$ cat src/rtl/lhm_pkg.sv
/*
 * Constants, field layout and types for the header-match counter filter
 * of one link layer, shared by the link end and the configuration end.
 * Assumes one clock for both ends and a configuration port in which one
 * request is outstanding at a time.
 */
// How it works
// - each control holds a resettable match extension
// - every counter keeps its own match settings
// - matching only for transmit/receive header events
// - slot select all clear means every slot
// - credit bits qualify third-slot opcode match only
// - source node enable compares 4-bit node ID
// - destination node enable compares 4-bit ID
// - software sets single or dual, not both
// - software sets data or non-data, not both
// - remote and local bits select received target
// - target bits: receive event only, one bit
// - opcode enable compares opcode from unit mask
// - registers at bus 3, function 0, devices 14-16
// - four 48-bit counters, each with own control
package lhm_pkg;

    // counters
    localparam int          NUM_CTRS         = 4;
    localparam int          CTR_WIDTH        = 48;
    localparam int          NUM_SLOTS        = 3;

    // configuration-space location
    localparam logic [7:0]  CFG_BUS          = 8'h03;
    localparam logic [2:0]  CFG_FUNC         = 3'h0;
    localparam logic [4:0]  CFG_DEV_LINK0    = 5'h0e;
    localparam logic [4:0]  CFG_DEV_LINK1    = 5'h0f;
    localparam logic [4:0]  CFG_DEV_LINK2    = 5'h10;

    // register offsets, each register is two dwords (low, high)
    localparam logic [11:0] CTR_BASE         = 12'h0a0;
    localparam logic [11:0] CTL_BASE         = 12'h0d8;
    localparam logic [11:0] REG_STRIDE       = 12'h008;
    localparam logic [11:0] HI_DWORD         = 12'h004;

    // control reset value and writable bits (63:56 and 44 reserved)
    localparam logic [63:0] CTL_RESET        = 64'h0000_0000_0000_0000;
    localparam logic [63:0] CTL_WR_MASK      = 64'h00ff_efff_ffff_ffff;

    // baseline control fields
    localparam int          EV_LSB           = 0;
    localparam int          MC_LSB           = 8;
    localparam int          OPC_LSB          = 12;
    localparam int          CNT_EN_BIT       = 22;

    // unit mask extension fields
    localparam int          UMX_LSB          = 32;
    localparam int          UMX_MSB          = 55;
    localparam int          IMPLNULL_BIT     = 55;
    localparam int          NONZERO_BIT      = 54;
    localparam int          SLOT_LSB         = 51;
    localparam int          EN_SRC_BIT       = 50;
    localparam int          SRC_LSB          = 46;
    localparam int          EN_DST_BIT       = 45;
    localparam int          DST_LSB          = 40;
    localparam int          ISOCH_BIT        = 39;
    localparam int          SGL_BIT          = 38;
    localparam int          DUAL_BIT         = 37;
    localparam int          NONDATA_BIT      = 36;
    localparam int          DATA_BIT         = 35;
    localparam int          REM_BIT          = 34;
    localparam int          LOC_BIT          = 33;
    localparam int          OPC_EN_BIT       = 32;

    // event selects
    localparam logic [7:0]  EV_TX_HDR_MATCH  = 8'h04;
    localparam logic [7:0]  EV_RX_HDR_MATCH  = 8'h05;

    // configuration end timeout
    localparam int          CFG_TIMEOUT_CYC  = 16;

    // one flit slot's header as seen by the filter
    typedef struct packed {
        logic       valid;
        logic [3:0] opcode;
        logic [3:0] msg_class;
        logic       has_node_id;
        logic [3:0] src_node_id;
        logic [3:0] dst_node_id;
        logic       single_slot;
        logic       data_hdr;
        logic       remote_target;
        logic       isoch;
        logic       implied_null;
        logic       credit_nonzero;
    } lhm_slot_type;

endpackage

$ cat src/rtl/lhm_cfg_if.sv
/*
 * Configuration-space access port between the configuration end and the
 * link end. Assumes the requester holds a request until it sees ack.
 */
`timescale 1ns/1ps
`default_nettype none

interface lhm_cfg_if;
    logic        req;
    logic        write;
    logic [7:0]  bus;
    logic [4:0]  dev;
    logic [2:0]  func;
    logic [11:0] offset;
    logic [31:0] wdata;
    logic        ack;
    logic [31:0] rdata;

    modport link_end
    (
        input  req,
        input  write,
        input  bus,
        input  dev,
        input  func,
        input  offset,
        input  wdata,
        output ack,
        output rdata
    );

    modport config_end
    (
        output req,
        output write,
        output bus,
        output dev,
        output func,
        output offset,
        output wdata,
        input  ack,
        input  rdata
    );
endinterface

`default_nettype wire

$ cat src/rtl/lhm_link_end.sv
/*
 * Link end: four 48-bit performance counters of one link layer with a
 * per-counter packet header match filter, reached in configuration space.
 * Assumes flit slot headers come from logic on the same clock and that
 * the configuration end holds each request until ack.
 */
`timescale 1ns/1ps
`default_nettype none

module lhm_link_end
#(
    parameter logic [4:0] LINK_DEV = lhm_pkg::CFG_DEV_LINK0
)
(
    // clock and reset
    input  wire logic                                     clock_in,
    input  wire logic                                     nrst_in,
    // configuration access
    lhm_cfg_if.link_end                                   cfg,
    // flit slot headers
    input  wire lhm_pkg::lhm_slot_type [2:0]              tx_slots_in,
    input  wire lhm_pkg::lhm_slot_type [2:0]              rx_slots_in,
    // counter values
    output logic [lhm_pkg::NUM_CTRS*lhm_pkg::CTR_WIDTH-1:0] counts_out
);
    import lhm_pkg::*;

    logic [63:0]          ctl_reg   [NUM_CTRS];
    logic [CTR_WIDTH-1:0] ctr_reg   [NUM_CTRS];
    logic                 ack_reg;
    logic [31:0]          rdata_reg;
    logic                 hit;
    logic                 take;
    logic [11:0]          ctl_rel;
    logic [11:0]          ctr_rel;
    logic                 ctl_sel;
    logic                 ctr_sel;
    logic [1:0]           reg_idx_ctl;
    logic [1:0]           reg_idx_ctr;
    logic                 hi_sel;
    logic [31:0]          rd_next;

    // one slot against one control value
    function automatic logic slot_match
    (
        input lhm_slot_type s,
        input logic [63:0]  c,
        input int           idx,
        input logic         is_rx
    );
        logic [2:0] slot_en;
        logic       ok;
        slot_en = c[SLOT_LSB +: 3];
        if (slot_en == 3'h0)
        begin
            slot_en = 3'h7;
        end
        ok = s.valid && slot_en[idx];
        if (c[EN_SRC_BIT])
        begin
            ok = ok && s.has_node_id && (s.src_node_id == c[SRC_LSB +: 4]);
        end
        if (c[EN_DST_BIT])
        begin
            ok = ok && (s.dst_node_id == c[DST_LSB +: 4]);
        end
        if (c[ISOCH_BIT])
        begin
            ok = ok && s.isoch;
        end
        if (c[SGL_BIT])
        begin
            ok = ok && s.single_slot;
        end
        if (c[DUAL_BIT])
        begin
            ok = ok && !s.single_slot;
        end
        if (c[NONDATA_BIT])
        begin
            ok = ok && !s.data_hdr;
        end
        if (c[DATA_BIT])
        begin
            ok = ok && s.data_hdr;
        end
        if (is_rx && c[REM_BIT])
        begin
            ok = ok && s.remote_target;
        end
        if (is_rx && c[LOC_BIT])
        begin
            ok = ok && !s.remote_target;
        end
        if (c[OPC_EN_BIT])
        begin
            ok = ok && (s.opcode == c[OPC_LSB +: 4])
                    && (s.msg_class == c[MC_LSB +: 4]);
            if (idx == NUM_SLOTS - 1)
            begin
                if (c[IMPLNULL_BIT])
                begin
                    ok = ok && s.implied_null;
                end
                if (c[NONZERO_BIT])
                begin
                    ok = ok && s.credit_nonzero;
                end
            end
        end
        return ok;
    endfunction

    // address decode
    always_comb
    begin
        hit         = (cfg.bus == CFG_BUS) && (cfg.dev == LINK_DEV)
                      && (cfg.func == CFG_FUNC);
        take        = cfg.req && !ack_reg && hit;
        ctl_rel     = cfg.offset - CTL_BASE;
        ctr_rel     = cfg.offset - CTR_BASE;
        ctl_sel     = (cfg.offset >= CTL_BASE) && (ctl_rel[11:3] < 9'(NUM_CTRS))
                      && (cfg.offset[1:0] == 2'h0);
        ctr_sel     = (cfg.offset >= CTR_BASE) && (ctr_rel[11:3] < 9'(NUM_CTRS))
                      && (cfg.offset[1:0] == 2'h0);
        reg_idx_ctl = ctl_rel[4:3];
        reg_idx_ctr = ctr_rel[4:3];
        hi_sel      = cfg.offset[2];
    end

    // read data mux, unmapped offsets read zero
    always_comb
    begin
        rd_next = 32'h0000_0000;
        if (ctl_sel)
        begin
            rd_next = hi_sel ? ctl_reg[reg_idx_ctl][63:32] : ctl_reg[reg_idx_ctl][31:0];
        end
        else if (ctr_sel)
        begin
            rd_next = hi_sel ? {16'h0000, ctr_reg[reg_idx_ctr][CTR_WIDTH-1:32]}
                             : ctr_reg[reg_idx_ctr][31:0];
        end
    end

    // answer one cycle after the request is taken
    always_ff @(posedge clock_in or negedge nrst_in)
    begin
        if (!nrst_in)
        begin
            ack_reg   <= 1'b0;
            rdata_reg <= 32'h0000_0000;
        end
        else
        begin
            ack_reg <= take;
            if (take)
            begin
                rdata_reg <= cfg.write ? 32'h0000_0000 : rd_next;
            end
        end
    end

    assign cfg.ack   = ack_reg;
    assign cfg.rdata = rdata_reg;

    // per-counter control and counting
    genvar g;
    generate
        for (g = 0; g < NUM_CTRS; g++)
        begin : gen_ctr
            logic [NUM_SLOTS-1:0] slot_hit;
            logic [1:0]           inc;
            logic                 is_tx;
            logic                 is_rx;

            always_comb
            begin
                is_tx = (ctl_reg[g][EV_LSB +: 8] == EV_TX_HDR_MATCH);
                is_rx = (ctl_reg[g][EV_LSB +: 8] == EV_RX_HDR_MATCH);
                for (int s = 0; s < NUM_SLOTS; s++)
                begin
                    slot_hit[s] = (is_tx && slot_match(tx_slots_in[s], ctl_reg[g], s, 1'b0))
                               || (is_rx && slot_match(rx_slots_in[s], ctl_reg[g], s, 1'b1));
                end
                inc = 2'(slot_hit[0]) + 2'(slot_hit[1]) + 2'(slot_hit[2]);
            end

            // control register with reserved bits held at zero
            always_ff @(posedge clock_in or negedge nrst_in)
            begin
                if (!nrst_in)
                begin
                    ctl_reg[g] <= CTL_RESET;
                end
                else if (take && cfg.write && ctl_sel && (reg_idx_ctl == 2'(g)))
                begin
                    if (hi_sel)
                    begin
                        ctl_reg[g][63:32] <= cfg.wdata & CTL_WR_MASK[63:32];
                    end
                    else
                    begin
                        ctl_reg[g][31:0] <= cfg.wdata & CTL_WR_MASK[31:0];
                    end
                end
            end

            // 48-bit event counter, wraps
            always_ff @(posedge clock_in or negedge nrst_in)
            begin
                if (!nrst_in)
                begin
                    ctr_reg[g] <= '0;
                end
                else if (ctl_reg[g][CNT_EN_BIT])
                begin
                    ctr_reg[g] <= ctr_reg[g] + CTR_WIDTH'(inc);
                end
            end

            assign counts_out[g*CTR_WIDTH +: CTR_WIDTH] = ctr_reg[g];
        end
    endgenerate

endmodule

`default_nettype wire

$ cat src/flat_wrapper.sv
// flat-port wrapper written by rule: the top's interface ports become plain ports
module lhm_link_end_flat import lhm_pkg::*;
#(
    parameter logic [4:0] LINK_DEV = lhm_pkg::CFG_DEV_LINK0
)
  (clock_in, nrst_in, tx_slots_in, rx_slots_in, counts_out, cfg_req, cfg_write, cfg_bus, cfg_dev, cfg_func, cfg_offset, cfg_wdata, cfg_ack, cfg_rdata);
  lhm_cfg_if cfg_i ();
  input  wire logic clock_in;
  input  wire logic nrst_in;
  input  wire lhm_pkg::lhm_slot_type [2:0] tx_slots_in;
  input  wire lhm_pkg::lhm_slot_type [2:0] rx_slots_in;
  output logic [lhm_pkg::NUM_CTRS*lhm_pkg::CTR_WIDTH-1:0] counts_out;
  input wire logic [$bits(cfg_i.req)-1:0] cfg_req;
  input wire logic [$bits(cfg_i.write)-1:0] cfg_write;
  input wire logic [$bits(cfg_i.bus)-1:0] cfg_bus;
  input wire logic [$bits(cfg_i.dev)-1:0] cfg_dev;
  input wire logic [$bits(cfg_i.func)-1:0] cfg_func;
  input wire logic [$bits(cfg_i.offset)-1:0] cfg_offset;
  input wire logic [$bits(cfg_i.wdata)-1:0] cfg_wdata;
  output wire logic [$bits(cfg_i.ack)-1:0] cfg_ack;
  output wire logic [$bits(cfg_i.rdata)-1:0] cfg_rdata;
  assign cfg_i.req = cfg_req;
  assign cfg_i.write = cfg_write;
  assign cfg_i.bus = cfg_bus;
  assign cfg_i.dev = cfg_dev;
  assign cfg_i.func = cfg_func;
  assign cfg_i.offset = cfg_offset;
  assign cfg_i.wdata = cfg_wdata;
  assign cfg_ack = cfg_i.ack;
  assign cfg_rdata = cfg_i.rdata;
  lhm_link_end #(.LINK_DEV(LINK_DEV)) u_core (.clock_in(clock_in), .nrst_in(nrst_in), .cfg(cfg_i), .tx_slots_in(tx_slots_in), .rx_slots_in(rx_slots_in), .counts_out(counts_out));
endmodule
$ cat config.mk
export PLATFORM = sky130hd
export DESIGN_NAME = lhm_link_end_flat
export DESIGN_NICKNAME = d
export VERILOG_FILES = /design/src/rtl/lhm_pkg.sv /design/src/rtl/lhm_cfg_if.sv /design/src/rtl/lhm_link_end.sv /design/src/flat_wrapper.sv
export SDC_FILE = /design/constraint.sdc
export NUM_CORES = 1
export LEC_CHECK = 0
export BUFFER_PORTS_ARGS = -buffer_cell sky130_fd_sc_hd__buf_2
export CORE_ASPECT_RATIO = 0.7
export CORE_UTILIZATION = 48
export CTS_CLUSTER_SIZE = 24
export DETAILED_ROUTE_END_ITERATION = 6
export PLACE_DENSITY_LB_ADDON = 0.12
export RECOVER_POWER = 100
export SYNTH_ARGS = -nofsm -noshare
export SYNTH_HDL_FRONTEND = slang
export SYNTH_SLANG_ARGS = --single-unit
$ cat constraint.sdc
create_clock -name clock_in -period 9.15 [get_ports clock_in]
set_input_delay 0.915 -clock clock_in [delete_from_list [all_inputs] [get_ports clock_in]]
set_output_delay 0.915 -clock clock_in [all_outputs]
set_load 0.01 [all_outputs]
==> summary.md <==
| Metric | Value |
|---|---|
| Clk root buf | clkbuf_16 |
| Critical Path Fanout Max | 54 |
| Num Clock Sinks | 445 |
| Util after Layout | 0.5510 |
| Placeable Area | 56900 um2 |
| Slew headroom | -2.832 |
| Routability cong. | 0.9827 |
| Netlist cell types | 60 |
| Total Routed Length | 104400 um |
| Max reg flops | 220 |
| Placement Setup Slack | 2.836 ns |
| M3 GR Usage | 0.07056 |
| Hold Path Class | register to register |
| Most frequent cells in the layout | 445 x dfrtp_1, 288 x xnor2_1, 280 x xor2_1 |
| Synthesized flop and latch total | 445 |
| Die Wd | 289.1 um |
| P_leak | 14.36 nW |
| Grt met2 use | 0.4809 |
| Hold-fix buffer count after cts | 0 |
| CTS tree | done |
| Setup Fix Bufs, Post-CTS | 0 |
| Reg-to-reg startpoint | u_core.ctl_reg[113] |
| Seq/Total Area, Yosys | 0.4021 |
| Number of gates resized after cts | 0 |
| Top cells by area, synth | dfrtp_1 40%, xnor2_1 9.1%, xor2_1 8.9%, mux4_2 8.4%, mux2_2 7.8% |
| FP Rows | 73 |
| IO Pins | 433 |
| Largest net degree at the start of global routing | 138 |
| Layout fillers | 5039 |
| WP data arrival | 7.47 ns |
| First-pass detailed-route iteration total | 7 |
| Area of the multi-input gates | 15540 um2 |
| Final Slew Violations | 371 |
| Status | finished with violations |
| Vias/cell | 6.227 |
| Asr flop ratio synth | 1.000 |
| Main synth FF type | dfrtp_1 |
| Syn_nets | 2677 |
| Global route overflow | 0 |
| Yosys top cell by area | dfrtp_1 |
| GRT Max-Usage Layer | met1 |
| First-pass GRT wire length | 151700 um |
| Detail Route Antenna Nets | 0 |
| Max H-tree Level | 2 |
| DRC viols | 0 |
| PD cells | 134.8 nW/um2 |
| Yosys top cell area share | 0.4021 |
| Vias in the first global route | 21222 |
| Clock transition at the registers of the reported paths | 0.06 ns |
| Critical path class | primary input to register |
| Avg Cell Area, Syn | 11.33 um2 |
| Crit. End Element | register |
| Post-Syn Instances | 2445 |
| Final period demand of the worst path | 7.003 ns |
| Tightest Pin Transition | 5.748 ns |
| Met1 usage | 0.5688 |
| Max Fclk | 0.1428 GHz |
| Detailed Route Iter0 Violations | 2592 |
| Total CTS buffers | 46 |
| Via Count | 22285 |
| Die height | 203.0 um |
| Violated checks | capacitance limit, slew limit |
| CP Launch Type | primary input |
| HPWL Detailed | 79670 um |
| WP data required | 9.62 ns |
| MaxCap Viol Count | 10 |
| Final setup skew | 0.01702 ns |
| FF+latch area | 11140 um2 |
| Share of cells above drive strength 1 | 0.2062 |
| TNS Setup | 0 ns |
| EDFF count, synth | 0 |
| Critical path origin | cfg_offset[4] |
| Synth warn | 0 |
| Final-report setup violation count | 0 |
| Nets | 3014 |
| Antenna violations before repair | 13 |
| GRT Total Usage | 0.3558 |
| Tot Pwr | 4.226 mW |
| Clk_lat worst skew | 0.60 ns |
| Worst Hold Margin | 0.4950 ns |
| Wire per inst | 29.18 um |
| Most common cell after layout, fill and taps aside | dfrtp_1 |
| RSZ-0062 raised after global routing | no |
| Setup ws final | 2.147 ns |
| Hold_sp | u_core.ctl_reg[212] |
| Crit share post-route | 0.7654 |
| Synth Cell Area | 27700 um2 |
| Area grow syn2layout | 13.20% |
| # port buffers | 421 |
| Hold Vio Cnt, Final | 0 |
| Die area | 58680 um2 |
| VDD IR max | 0.1258 mV |
| Initial core utilization | 0.4867 |
| Clk buf depth | 3 |
-- where the power goes --
part,switching [mW],internal [mW]
clock,0.838,1.10
combinational,0.204,0.117
sequential,0.000000400,1.97
total,1.04,3.18
-- critical path: stages --
cell and delay, ns:
buf_2 0.07, clkbuf_1 2.69, ha_1 0.52, nand2_1 0.07, a22oi_1 0.18, nor4_1 0.11
and2_0 0.15, buf_4 0.26, nand4_1 0.59, clkbuf_1 1.42, mux2_2 0.45
-- kinds of logic after synthesis --
kind of cell / synth area share
AOI/OAI and AO/OA: 0.04784
xor gates and xnor gates: 0.1796
adders and majority gates: 0.01301
buffers and inverters: 0.02959
DFF: 0.4021
muxes: 0.2113
and+or+nand+nor: 0.1166
-- synth_stat cells, drive strengths merged (34+ instances only) --
cell	n
dfrtp	445
nor2	64
nor4	36
nor3	34
mux2i	63
and3	38
mux4	103
inv	43
clkbuf	125
nand4	104
xnor2	288
xor2	280
o41ai	34
mux2	241
o21ai	58
nand3	105
nand2	130
-- cell type report --
class / instances / share of cell area
Multi-Input combinational cell: 1798 / 0.4958
Sequential cell: 445 / 0.3552
Timing Repair Buffer: 447 / 0.06381
Clock buffer: 70 / 0.04506
Tap cell: 750 / 0.02993
Inverter: 44 / 0.005268
Clock inverter: 13 / 0.004031
Antenna cell: 12 / 0.0009578
-- per-layer routing --
metal | share of wire | routed length (um) | vias up
li1 | - | - | 9477
met2 | 0.41 | 42990 | 1092
met3 | 0.095 | 9955 | 158
met4 | 0.025 | 2614 | 0
met5 | 0 | 0 | -
met1 | 0.47 | 48860 | 11558
-- path summary, 6_finish.rpt --
kind / depth (start not counted) / slack [ns] / endpoint
max: 11 / 2.15 / u_core.ctl_reg[129]
min: 1 / 0.49 / u_core.ctl_reg[212]
max reg2reg: 14 / 2.90 / u_core.counts_out[135]
min reg2reg: 1 / 0.49 / u_core.ctl_reg[212]
max in group asynchronous: 3 / 2.76 / u_core.counts_out[67]
min in group asynchronous: 1 / 2.41 / u_core.ctl_reg[238]
-- per-stage QoR --
step	std cells	area, um2
after global placement	3484	30320
after floorplan	2445	27700
after global routing	3578	31350
after CTS	3567	31850
final	3579	31350
after detailed placement	3484	30320
(Power assumes the default switching activity.)
